==> config.mk <==
export PLATFORM = sky130hd
export DESIGN_NAME = adcss_seq
export DESIGN_NICKNAME = d
export VERILOG_FILES = /design/src/core/adcss_pkg.sv /design/src/core/adcss_seq.sv
export SDC_FILE = /design/constraint.sdc
export NUM_CORES = 1
export LEC_CHECK = 0
export BUFFER_PORTS_ARGS = -buffer_cell sky130_fd_sc_hd__buf_2
export CORE_MARGIN = 2
export CORE_UTILIZATION = 45
export DETAILED_ROUTE_END_ITERATION = 10
export SLEW_MARGIN = 20
export SYNTH_ARGS = -nofsm -noshare
export SYNTH_HDL_FRONTEND = slang
export SYNTH_SLANG_ARGS = --single-unit
==> constraint.sdc <==
create_clock -name mclk -period 5.28 [get_ports mclk]
set_clock_uncertainty 0.2 [all_clocks]
set_input_delay 1.056 -clock mclk [delete_from_list [all_inputs] [get_ports mclk]]
set_output_delay 1.056 -clock mclk [all_outputs]
set_load 0.005 [all_outputs]
==> src/core/adcss_pkg.sv <==
/*
  Package for the converter scan sequencer: register indices, configuration
  field positions, reset values, timing counts and the carrier structs.
  Assumes a single 125 MHz master clock domain.
*/
package adcss_pkg;

  // ****************************************************************
  // Register map (core input register space)
  // ****************************************************************
  localparam logic [3:0] ADCSS_RESULT_FIRST_IDX = 4'h1;
  localparam logic [3:0] ADCSS_RESULT_LAST_IDX  = 4'h8;
  localparam logic [3:0] ADCSS_CONF_IDX         = 4'h3;

  // ****************************************************************
  // Configuration fields
  // ****************************************************************
  localparam int ADCSS_GO_BIT      = 0;
  localparam int ADCSS_CONT_BIT    = 1;
  localparam int ADCSS_BIAS_BIT    = 2;
  localparam int ADCSS_GROUP_BIT   = 3;
  localparam int ADCSS_DIV2_BIT    = 4;
  localparam int ADCSS_FINAL_LSB   = 5;
  localparam int ADCSS_FINAL_MSB   = 7;
  localparam logic [7:0] ADCSS_CONF_RESET   = 8'h00;
  localparam logic [7:0] ADCSS_RESULT_RESET = 8'h00;

  // ****************************************************************
  // Timing
  // ****************************************************************
  localparam int ADCSS_CONV_CYCLES = 82;
  localparam int ADCSS_MCLK_MHZ    = 125;
  localparam int ADCSS_BIAS_SETTLE_US = 60;
  localparam int ADCSS_BIAS_SETTLE_CYC = ADCSS_BIAS_SETTLE_US * ADCSS_MCLK_MHZ;

  // ****************************************************************
  // Carriers
  // ****************************************************************
  typedef struct packed {
    logic [2:0] final_input_index;
    logic       div2;
    logic       group_scan_select;
    logic       bias_enable;
    logic       continuous_select;
    logic       conversion_go;
  } adcss_conf_s;

  typedef struct packed {
    logic       start;
    logic [2:0] channel;
  } adcss_conv_req_s;

  typedef struct packed {
    logic       done;
    logic [7:0] data;
  } adcss_conv_rsp_s;

endpackage : adcss_pkg

==> src/core/adcss_seq.sv <==
/*
  Converter scan sequencer: configuration register, channel walk, converter
  clock enable, conversion timing and the eight result holding registers.
  Assumes the analog core holds its result on conv_data by the last counted
  converter cycle; the tick count times each conversion, no done strobe is taken; reads and writes come from the core on mclk.
*/
// How it works
// - Group 0, single: convert indexed channel, pulse done, then idle.
// - Group 1, single: convert 0..index in order, one done pulse at group end.
// - Group 0, continuous: repeat indexed channel until go cleared.
// - Group 1, continuous: repeat scan 0..index until go cleared.
// - Each finished conversion overwrites its channel's result register.
// - Bias enable resets to 0 and is forced to 0 on halt.
// - Channel 0..7 results read at input addresses 1..8.
// - Bits 7:5 hold final index; scan runs from channel 0 upward.
// - Bit 4 halves the converter clock; needed above 10 MHz master.
// - Bit 3 selects single indexed channel or whole group.
// - Bit 2 powers converter; at 0 converter logic idles.
// - Bit 1 selects continuous; go starts first sequence, rest follow.
// - Bit 0 starts or stops; hardware clears it after single sequence.
// - Each conversion takes 82 converter clocks.
// - Done is one maskable interrupt source pulse.
`timescale 1ns/1ps

module adcss_seq
  import adcss_pkg::*;
#(
  parameter int CONV_CYCLES = ADCSS_CONV_CYCLES
) (
  input  wire logic                     mclk,          // Master clock
  input  wire logic                     srst,          // Sync reset, high
  input  wire logic                     halt,          // Core in halt state
  input  wire logic                     conf_wr,       // Config write strobe
  input  wire logic [7:0]               conf_wdata,    // Config write data
  output logic [7:0]                    conf_rdata,    // Config readback
  input  wire logic [3:0]               rd_index,      // Input register index
  output logic [7:0]                    rd_data,       // Result read data
  output logic                          rd_hit,        // Index maps a result
  input  wire logic [7:0]               conv_data,     // Converter core result
  output adcss_pkg::adcss_conv_req_s    conv_req,      // Mux select and start
  output logic                          conv_clk_en,   // Converter clock enable
  output logic                          analog_power,  // Bias and analog power
  output logic                          conv_done_irq, // End of sequence pulse
  output logic                          busy           // Sequence running
);
  import adcss_pkg::*;

  // The tick counter is 8 bits wide, so longer conversions cannot be counted
  if (CONV_CYCLES < 2 || CONV_CYCLES > 255) begin : g_bad_cycles
    $error("CONV_CYCLES out of range");
  end

  // ****************************************************************
  // Configuration register
  // ****************************************************************
  adcss_conf_s conf;
  logic        seq_end;
  logic        abort_go;
  adcss_conf_s wr_conf;

  assign wr_conf = adcss_conf_s'(conf_wdata);

  always_ff @(posedge mclk) begin
    if (srst) begin
      conf <= adcss_conf_s'(ADCSS_CONF_RESET);
    end else begin
      if (conf_wr) begin
        conf <= wr_conf;
      end
      // Hardware clear in single mode; a simultaneous write wins only if it re-arms
      if (seq_end && !conf.continuous_select && !(conf_wr && wr_conf.conversion_go)) begin
        conf.conversion_go <= 1'b0;
      end
      if (halt) begin
        conf.bias_enable <= 1'b0;
      end
    end
  end

  assign conf_rdata   = conf;
  assign analog_power = conf.bias_enable;

  // ****************************************************************
  // Converter clock enable
  // ****************************************************************
  logic div_tog;

  always_ff @(posedge mclk) begin
    if (srst || !conf.bias_enable) begin
      div_tog <= 1'b0;
    end else begin
      div_tog <= ~div_tog;
    end
  end

  assign conv_clk_en = conf.bias_enable && (!conf.div2 || div_tog);

  // ****************************************************************
  // Sequencer
  // ****************************************************************
  typedef enum logic [1:0] {
    ADCSS_IDLE = 2'b00,
    ADCSS_CONV = 2'b01,
    ADCSS_NEXT = 2'b10
  } adcss_state_e;

  adcss_state_e state;
  adcss_state_e next_state;
  logic [2:0]   chan;
  logic [2:0]   next_chan;
  logic [7:0]   tick;
  logic         run_ok;
  logic         conv_end;
  logic         last_chan;
  logic [2:0]   first_chan;

  assign run_ok     = conf.conversion_go && conf.bias_enable && !halt;
  assign abort_go   = !run_ok;
  assign conv_end   = (state == ADCSS_CONV) && conv_clk_en &&
                      (tick == 8'(CONV_CYCLES - 1));
  assign first_chan = conf.group_scan_select ? 3'h0 : conf.final_input_index;
  assign last_chan  = (chan == conf.final_input_index);
  assign seq_end    = conv_end && last_chan;

  always_comb begin
    next_state = state;
    next_chan  = chan;
    case (state)
      ADCSS_IDLE: begin
        if (run_ok) begin
          next_state = ADCSS_CONV;
          next_chan  = first_chan;
        end
      end
      ADCSS_CONV: begin
        if (abort_go) begin
          next_state = ADCSS_IDLE;
        end else if (conv_end) begin
          if (!last_chan) begin
            next_state = ADCSS_NEXT;
            next_chan  = chan + 3'h1;
          end else if (conf.continuous_select) begin
            next_state = ADCSS_NEXT;
            next_chan  = first_chan;
          end else begin
            next_state = ADCSS_IDLE;
          end
        end
      end
      ADCSS_NEXT: begin
        next_state = abort_go ? ADCSS_IDLE : ADCSS_CONV;
      end
      default: begin
        next_state = ADCSS_IDLE;
      end
    endcase
  end

  always_ff @(posedge mclk) begin
    if (srst) begin
      state <= ADCSS_IDLE;
      chan  <= 3'h0;
      tick  <= 8'h00;
    end else begin
      state <= next_state;
      chan  <= next_chan;
      if (next_state != ADCSS_CONV || state != ADCSS_CONV) begin
        tick <= 8'h00;
      end else if (conv_clk_en) begin
        tick <= tick + 8'h01;
      end
    end
  end

  // Start pulses on entry to a conversion; mux select holds throughout
  always_ff @(posedge mclk) begin
    if (srst) begin
      conv_req <= '0;
    end else begin
      conv_req.start   <= (next_state == ADCSS_CONV) && (state != ADCSS_CONV);
      conv_req.channel <= next_chan;
    end
  end

  // ****************************************************************
  // End of sequence event
  // ****************************************************************
  always_ff @(posedge mclk) begin
    if (srst) begin
      conv_done_irq <= 1'b0;
    end else begin
      conv_done_irq <= seq_end && !abort_go;
    end
  end

  assign busy = (state != ADCSS_IDLE);

  // ****************************************************************
  // Result holding registers
  // ****************************************************************
  logic [7:0] result [8];
  logic [3:0] rd_off;

  for (genvar g = 0; g < 8; g++) begin : g_res
    always_ff @(posedge mclk) begin
      if (srst) begin
        result[g] <= ADCSS_RESULT_RESET;
      end else if (conv_end && !abort_go && chan == 3'(g)) begin
        result[g] <= conv_data;
      end
    end
  end

  assign rd_off  = rd_index - ADCSS_RESULT_FIRST_IDX;
  assign rd_hit  = (rd_index >= ADCSS_RESULT_FIRST_IDX) && (rd_index <= ADCSS_RESULT_LAST_IDX);
  assign rd_data = rd_hit ? result[rd_off[2:0]] : 8'h00;

  // ****************************************************************
  // Checks
  // ****************************************************************
  AST_DONE_AFTER_LAST: assert property (@(posedge mclk) disable iff (srst)
    conv_done_irq |-> $past(last_chan) && $past(state) == ADCSS_CONV)
    else $error("done without last channel");

  AST_DONE_ONE_CYCLE: assert property (@(posedge mclk) disable iff (srst)
    conv_done_irq |=> !conv_done_irq)
    else $error("done pulse too long");

  AST_SINGLE_CLEARS_GO: assert property (@(posedge mclk) disable iff (srst)
    (seq_end && !abort_go && !conf.continuous_select && !conf_wr) |=> !conf.conversion_go)
    else $error("go not cleared after single sequence");

  AST_SINGLE_STOPS: assert property (@(posedge mclk) disable iff (srst)
    (seq_end && !abort_go && !conf.continuous_select) |=> state == ADCSS_IDLE)
    else $error("single sequence did not stop");

  AST_NO_EARLY_DONE: assert property (@(posedge mclk) disable iff (srst)
    (conv_end && !abort_go && !last_chan) |=> !conv_done_irq)
    else $error("done before group end");

  AST_CONT_KEEPS_GO: assert property (@(posedge mclk) disable iff (srst)
    (seq_end && !abort_go && conf.continuous_select && !conf_wr) |=> conf.conversion_go)
    else $error("go cleared in continuous");

  AST_HALT_BIAS: assert property (@(posedge mclk) disable iff (srst)
    halt |=> !conf.bias_enable)
    else $error("bias not forced off in halt");

  AST_RESET_CONF: assert property (@(posedge mclk)
    srst |=> conf_rdata == ADCSS_CONF_RESET && state == ADCSS_IDLE)
    else $error("reset state wrong");

  AST_RESULT_WRITE: assert property (@(posedge mclk) disable iff (srst)
    (conv_end && !abort_go) |=> result[$past(chan)] == $past(conv_data))
    else $error("result not stored");

  AST_ABORT_IDLE: assert property (@(posedge mclk) disable iff (srst)
    (state == ADCSS_CONV && abort_go) |=> state == ADCSS_IDLE)
    else $error("conversion not abandoned");

  // A stop written during the gap cycle legitimately sends the walk back to idle
  AST_CONT_RESTART: assert property (@(posedge mclk) disable iff (srst)
    (seq_end && !abort_go && conf.continuous_select) |=>
      state == ADCSS_NEXT ##1 (state == ADCSS_CONV || $past(abort_go)))
    else $error("continuous did not restart");

  AST_GROUP_STEP: assert property (@(posedge mclk) disable iff (srst)
    (conv_end && !abort_go && !last_chan) |=> chan == $past(chan) + 3'h1)
    else $error("channel did not step");

  AST_START_FIRST: assert property (@(posedge mclk) disable iff (srst)
    (state == ADCSS_IDLE && run_ok) |=> conv_req.start && conv_req.channel == $past(first_chan))
    else $error("sequence started on wrong channel");

  AST_CONV_COUNTS: assert property (@(posedge mclk) disable iff (srst)
    (state == ADCSS_CONV && conv_clk_en && !conv_end && !abort_go) |=>
      state == ADCSS_CONV && tick == $past(tick) + 8'h01)
    else $error("conversion count skipped");

  AST_TICK_BOUND: assert property (@(posedge mclk) disable iff (srst)
    state == ADCSS_CONV |-> tick < 8'(CONV_CYCLES))
    else $error("conversion overran");

  AST_DIV_RATE: assert property (@(posedge mclk) disable iff (srst)
    (conf.div2 && conv_clk_en) |=> (!conv_clk_en || !conf.div2))
    else $error("divided enable too fast");

  AST_OFF_IDLE: assert property (@(posedge mclk) disable iff (srst)
    !conf.bias_enable |=> state == ADCSS_IDLE)
    else $error("converter ran unpowered");

  AST_OFF_NO_CLK: assert property (@(posedge mclk) disable iff (srst)
    !conf.bias_enable |-> !conv_clk_en)
    else $error("converter clock while unpowered");

  // Read side is checked at both ends of the map and outside it
  AST_READ_FIRST: assert property (@(posedge mclk) disable iff (srst)
    (rd_index == ADCSS_RESULT_FIRST_IDX) |-> rd_hit && rd_data == result[0])
    else $error("first result address wrong");

  AST_READ_LAST: assert property (@(posedge mclk) disable iff (srst)
    (rd_index == ADCSS_RESULT_LAST_IDX) |-> rd_hit && rd_data == result[7])
    else $error("last result address wrong");

  AST_READ_MISS: assert property (@(posedge mclk) disable iff (srst)
    (rd_index == 4'h0 || rd_index > ADCSS_RESULT_LAST_IDX) |-> !rd_hit && rd_data == 8'h00)
    else $error("read outside result map");

endmodule : adcss_seq

==> results of run 1 <==
==> final cells by class <==
| cell class | instances | area [sq um] | share of cell area |
|---|---|---|---|
| inverters | 10 | 37.5 | 0.00787 |
| well taps | 111 | 139 | 0.0291 |
| clock inverters | 6 | 83.8 | 0.0176 |
| multi-input cells | 219 | 1730 | 0.363 |
| clock buffers | 10 | 128 | 0.0268 |
| repair buffers | 49 | 248 | 0.0520 |
| flip-flops and latches | 88 | 2400 | 0.504 |
==> metrics by stage <==
stage | worst slack (ps) | utilization | cell area, sq um | hold WS, ps
after floorplan | 1010 | - | 4230 | 222
after global placement | 1320 | 0.495 | 4560 | 239
after detailed placement | 1290 | 0.495 | 4560 | 240
after CTS | 1280 | 0.518 | 4770 | 252
after global routing | 1210 | 0.518 | 4770 | 279
final | 1310 | 0.518 | 4770 | 247
==> synth_stat cells (all sizes together) (2+ instances only) <==
master and instances:
nand3 3, a311oi 2, ha 10, inv 10, nand4 3, nor3 5, o21ai 2, a31o 3
edfxtp 64, a21oi 13, and2 66, nor2 21, or2 3, nand2 20, a211oi 2, xnor2 8
a21o 5, and4 6, or3b 2, nand2b 2, nor3b 2, mux2i 7, nor4 2, mux4 16
dfxtp 24, and3 2, buf 5, clkbuf 7, xor2 4
==> flip-flops by register name (all words and copies together), names as in the netlist <==
register       count
result            64
tick               8
conf_rdata         7
conv_req           4
state              2
analog_power       1
conv_done_irq      1
div_tog            1
==> how the worst min path moves through the flow <==
stage | slack (ps) | cells past startpoint | to
final | 250 | 1 | div_tog
after CTS | 250 | 1 | div_tog
after floorplan | 220 | 1 | div_tog
after detailed placement | 240 | 1 | div_tog
after global placement | 240 | 1 | div_tog
after global routing | 280 | 1 | div_tog
==> worst max-delay path: cells and delay by family <==
| kind | cells | cell delay, ps |
|---|---|---|
| AND/OR/NAND/NOR | 1 | 60 |
| multiplexers | 1 | 360 |
| adder cells (fa/ha/maj) | 1 | 730 |
| AO/OA/AOI/OAI | 1 | 220 |
| buffers and inverters | 3 | 290 |
==> power by group <==
group	internal, mW	switching, mW
sequential	0.766	0.0114
clock	0.265	0.237
combinational	0.0547	0.0635
==> routing by layer <==
layer	vias up	wire length (um)	GRT usage
li1	1283	-	-
met1	1252	3820	0.231
met2	76	4070	0.303
met3	12	405	0.0284
met4	0	143	0.0769
met5	-	0	0
==> cells by family (layout without fill, tap and decap cells) <==
group	after synthesis	count (layout)
fa+ha+maj	10	10
xor+xnor	12	12
buf+inv	22	75
simple gates	141	141
compound gates	32	32
flops	88	88
mux	24	24
==> impl_metrics.env, run 1 <==
export IMPL_status="finished, final reports clean"
export IMPL_grt_pass1_wl_mm=13.6
export IMPL_nets=411
export IMPL_r2r_start="tick[0]"
export IMPL_postCtsSetupBuffers=0
export IMPL_crit_type="input port to primary output"
export IMPL_cap_viol_max_count=0
export IMPL_final_common_cell="and2_1"
export IMPL_cp_start_kind="input port"
export IMPL_io_pins=49
export IMPL_async_flop_share=0
export IMPL_synth_top_family_by_area="simple AND/OR/NAND/NOR gates"
export IMPL_crit_path_max_fanout=16
export IMPL_synthAdderAreaFrac=0.0296
export IMPL_startpoint="rd_index[0]"
export IMPL_ys_flop_type="edfxtp_1"
export IMPL_hp_start="div_tog"
export IMPL_synth_seq_cells=88
export IMPL_fin_tns_setup_ps=0
export IMPL_p_leak_nw=1.80
export IMPL_yosysSeqAreaShare=0.568
export IMPL_hpwlAfterDp_mm=5.84
export IMPL_slowest_stage="ha_1"
export IMPL_dpl_cell_count=477
export IMPL_crit_path_end="rd_data[0]"
export IMPL_cts_tree="yes"
export IMPL_cts_path_max_buffers=2
export IMPL_synth_simple_gate_area_frac=0.195
export IMPL_required_ps=4020
export IMPL_core_area_sq_um=9200
export IMPL_drt_iter0_drc=48
export IMPL_synth_compound_gate_area_share=0.0550
export IMPL_port_buffers=48
export IMPL_ant_nets=0
export IMPL_reg2reg_depth=6
export IMPL_final_setup_viol_count=0
export IMPL_htree_levels=3
export IMPL_worst_r2r_endpoint="result[1][5]"
export IMPL_synth_avg_cell_area_sq_um=12.9
export IMPL_synth_nets=363
export IMPL_syn_cell_area_sq_um=4230
export IMPL_max_clock_freq_mhz=252
export IMPL_cp_cell_sequence="buf_2 -> inv_1 -> ha_1 -> mux4_2 -> nand2_1 -> a21oi_1 -> buf_2"
export IMPL_tightestPinTransition_ps=701
export IMPL_synth_distinct_cells=47
export IMPL_synthXorXnorAreaFrac=0.0249
export IMPL_remaining_drc_errors=0
export IMPL_drive_above_1_share=0.246
export IMPL_synth_area_leaders="edfxtp_1, dfxtp_1, and2_1"
export IMPL_grt_usage=0.180
export IMPL_clkSinkCount=88
export IMPL_gp_congestion=0.744
export IMPL_clkLatencyLatePin_ps=350
export IMPL_fillCellCount=833
export IMPL_dr_total_vias=2623
export IMPL_die_w_um=101
export IMPL_routed_wl_mm=8.44
export IMPL_clk_pin_slew_ps=80
export IMPL_syn2layout_area_growth_pct=12.7
export IMPL_hold_buffers=0
export IMPL_detail_route_first_pass_iterations=4
export IMPL_p_per_area_nw_per_um2=293
export IMPL_start_util=0.460
export IMPL_grt_pass1_vias=2667
export IMPL_critPathArrivalTime_ps=2710
export IMPL_num_antenna_cells=0
export IMPL_ir_drop_mv=0.145
export IMPL_yosys_warnings=0
export IMPL_fin_cells=493
export IMPL_placementRows=35
export IMPL_r2r_setup_slack_ps=2450
export IMPL_clockRootBuffer="clkbuf_8"
export IMPL_setup_worst_path_end_class="primary output"
export IMPL_synth_mux_area_frac=0.104
export IMPL_synth_edff_count=64
export IMPL_fp_dieH_um=101
export IMPL_fin_crit_ps=3970
export IMPL_via_per_inst=5.32
export IMPL_ctsResizeCount=0
export IMPL_die_area_sq_um=10200
export IMPL_rsz0062_at_grt="false"
export IMPL_maxSlewViolCount=0
export IMPL_grt_max_degree=25
export IMPL_grt_antenna_before_repair=0
export IMPL_final_cell_mix="and2_1, edfxtp_1, buf_2"
export IMPL_overflow=0
export IMPL_yosys_area_top_type_share=0.454
export IMPL_synth_area_leader_cell="edfxtp_1"
export IMPL_finalCritPeriodShare=0.751
export IMPL_relSlewSlack=0.533
export IMPL_finalPower_mw=1.40
export IMPL_hold_path_class="flip-flop to flip-flop"
export IMPL_slowest_delay_ps=730
export IMPL_routedWlPerCell_um=17.1
export IMPL_finalHoldViolations=0
export IMPL_numCtsBuffers=9
export IMPL_synth_cells=329
export IMPL_crit_path_frequent_cell="buf_2"
Note: power is estimated with default switching activity, not from simulation.
==> inputs of run 2 (changes only) <==
--- a/config.mk
+++ b/config.mk
@@ -9,6 +9,7 @@
 export CORE_MARGIN = 2
 export CORE_UTILIZATION = 45
 export DETAILED_ROUTE_END_ITERATION = 10
+export PLACE_DENSITY = 0.67
 export SLEW_MARGIN = 20
 export SYNTH_ARGS = -nofsm -noshare
 export SYNTH_HDL_FRONTEND = slang
==> constraint.sdc (replaced) <==
create_clock -name mclk -period 3.6 [get_ports mclk]
set_clock_uncertainty 0.2 [all_clocks]
set_input_delay 0.72 -clock mclk [delete_from_list [all_inputs] [get_ports mclk]]
set_output_delay 0.72 -clock mclk [all_outputs]
set_load 0.005 [all_outputs]
==> impl_metrics.env, run 2 (synthesis gave the netlist of run 1 again) <==
export IMPL_nets=412
export IMPL_finalPower_mw=2.03
export IMPL_status="finished, final reports clean"
export IMPL_cts_path_max_buffers=2
export IMPL_p_leak_nw=1.80
export IMPL_die_area_sq_um=10200
export IMPL_worst_slack_ps=614
export IMPL_via_per_inst=5.34
export IMPL_gp_congestion=0.754
export IMPL_final_cell_mix="and2_1, edfxtp_1, buf_2"
export IMPL_critPathArrivalTime_ps=2070
export IMPL_tightestPinTransition_ps=633
export IMPL_clockRootBuffer="clkbuf_8"
export IMPL_dpl_instance_area_sq_um=4560
export IMPL_crit_type="input port to primary output"
export IMPL_final_area_sq_um=4770
export IMPL_routed_wl_mm=8.55
export IMPL_drive_above_1_share=0.253
export IMPL_hold_depth=1
export IMPL_htree_levels=3
export IMPL_cp_cell_sequence="buf_2 -> inv_1 -> ha_1 -> xnor2_1 -> nand2_1 -> a21oi_1 -> buf_2"
export IMPL_largest_reg_flops=64
export IMPL_slowest_delay_ps=530
export IMPL_reg2reg_depth=6
export IMPL_cp_depth=7
export IMPL_clk_pin_slew_ps=90
export IMPL_post_place_ws_ps=645
export IMPL_cap_viol_max_count=0
export IMPL_detail_route_first_pass_iterations=4
export IMPL_finalHoldViolations=0
export IMPL_clkSinkCount=88
export IMPL_dpl_cell_count=478
export IMPL_cts_tree="yes"
export IMPL_fin_tns_setup_ps=0
export IMPL_die_w_um=101
export IMPL_syn2layout_area_growth_pct=12.7
export IMPL_final_setup_viol_count=0
export IMPL_grt_usage=0.181
export IMPL_core_area_sq_um=9200
export IMPL_crit_path_max_fanout=8
export IMPL_final_common_cell="and2_1"
export IMPL_critPathBufInv=3
export IMPL_fin_cells=494
export IMPL_setup_worst_path_end_class="primary output"
export IMPL_drt_iter0_drc=93
export IMPL_fp_dieH_um=101
export IMPL_clkLatencyLatePin_ps=350
export IMPL_critical_path_top_delay_family="XOR/XNOR gates"
export IMPL_fin_util=0.518
export IMPL_hold_buffers=0
export IMPL_relSlewSlack=0.575
export IMPL_cp_start_kind="input port"
export IMPL_crit_path_frequent_cell="buf_2"
export IMPL_finalCritPeriodShare=0.830
export IMPL_hpwlAfterDp_mm=5.97
export IMPL_numCtsBuffers=9
export IMPL_postCtsSetupBuffers=0
export IMPL_port_buffers=48
export IMPL_io_pins=49
export IMPL_num_antenna_cells=0
export IMPL_slowest_stage="xnor2_1"
export IMPL_routedWlPerCell_um=17.3
export IMPL_fin_crit_ps=2990
export IMPL_timing_hold_ws_ps=254
export IMPL_dr_total_vias=2636
export IMPL_required_ps=2680
export IMPL_remaining_drc_errors=0
export IMPL_start_util=0.460
export IMPL_grt_antenna_before_repair=0
export IMPL_ant_nets=0
export IMPL_grt_max_degree=25
export IMPL_overflow=0
export IMPL_rsz0062_at_grt="false"
export IMPL_grt_pass1_wl_mm=13.8
export IMPL_p_per_area_nw_per_um2=425
export IMPL_hold_path_class="flip-flop to flip-flop"
export IMPL_max_clock_freq_mhz=335
export IMPL_placementRows=35
export IMPL_maxSlewViolCount=0
export IMPL_ir_drop_mv=0.204
export IMPL_grt_pass1_vias=2680
export IMPL_ctsResizeCount=0
export IMPL_regMostFlops="result"
run 2: final timing paths:
kind               startpoint      endpoint  slack (ps)
hold reg to reg       div_tog       div_tog         250
setup / recovery  rd_index[0]    rd_data[3]         610
setup reg to reg      tick[0]  result[2][0]         800
hold / removal        div_tog       div_tog         250
run 2: routing by layer:
metal	part of all wire	GRT usage
met1	0.43	0.230
met5	0	0
met4	0.018	0.0759
met3	0.053	0.0319
met2	0.49	0.307
run 2: cell type report:
cell class | instances | area [sq um]
Fill cell | 826 | 4430
Sequential cell | 88 | 2400
Multi-Input combinational cell | 219 | 1730
Timing Repair Buffer | 50 | 255
Tap cell | 111 | 139
Clock buffer | 10 | 128
Clock inverter | 6 | 76.3
Inverter | 10 | 37.5
run 2: power by group:
group	total [mW]	internal, mW	leakage [nW]	switching, mW
Sequential	1.14	1.12	0.802	0.0186
Clock	0.710	0.334	0.103	0.376
Combinational	0.173	0.0805	0.896	0.0928
run 2: worst reg2reg max path, delay by kind of cell (launching register included):
family | cells | cell delay, ps
flip-flops | 1 | 450
AND/OR/NAND/NOR | 4 | 1210
adder cells (fa/ha/maj) | 1 | 190
AO/OA/AOI/OAI | 1 | 410
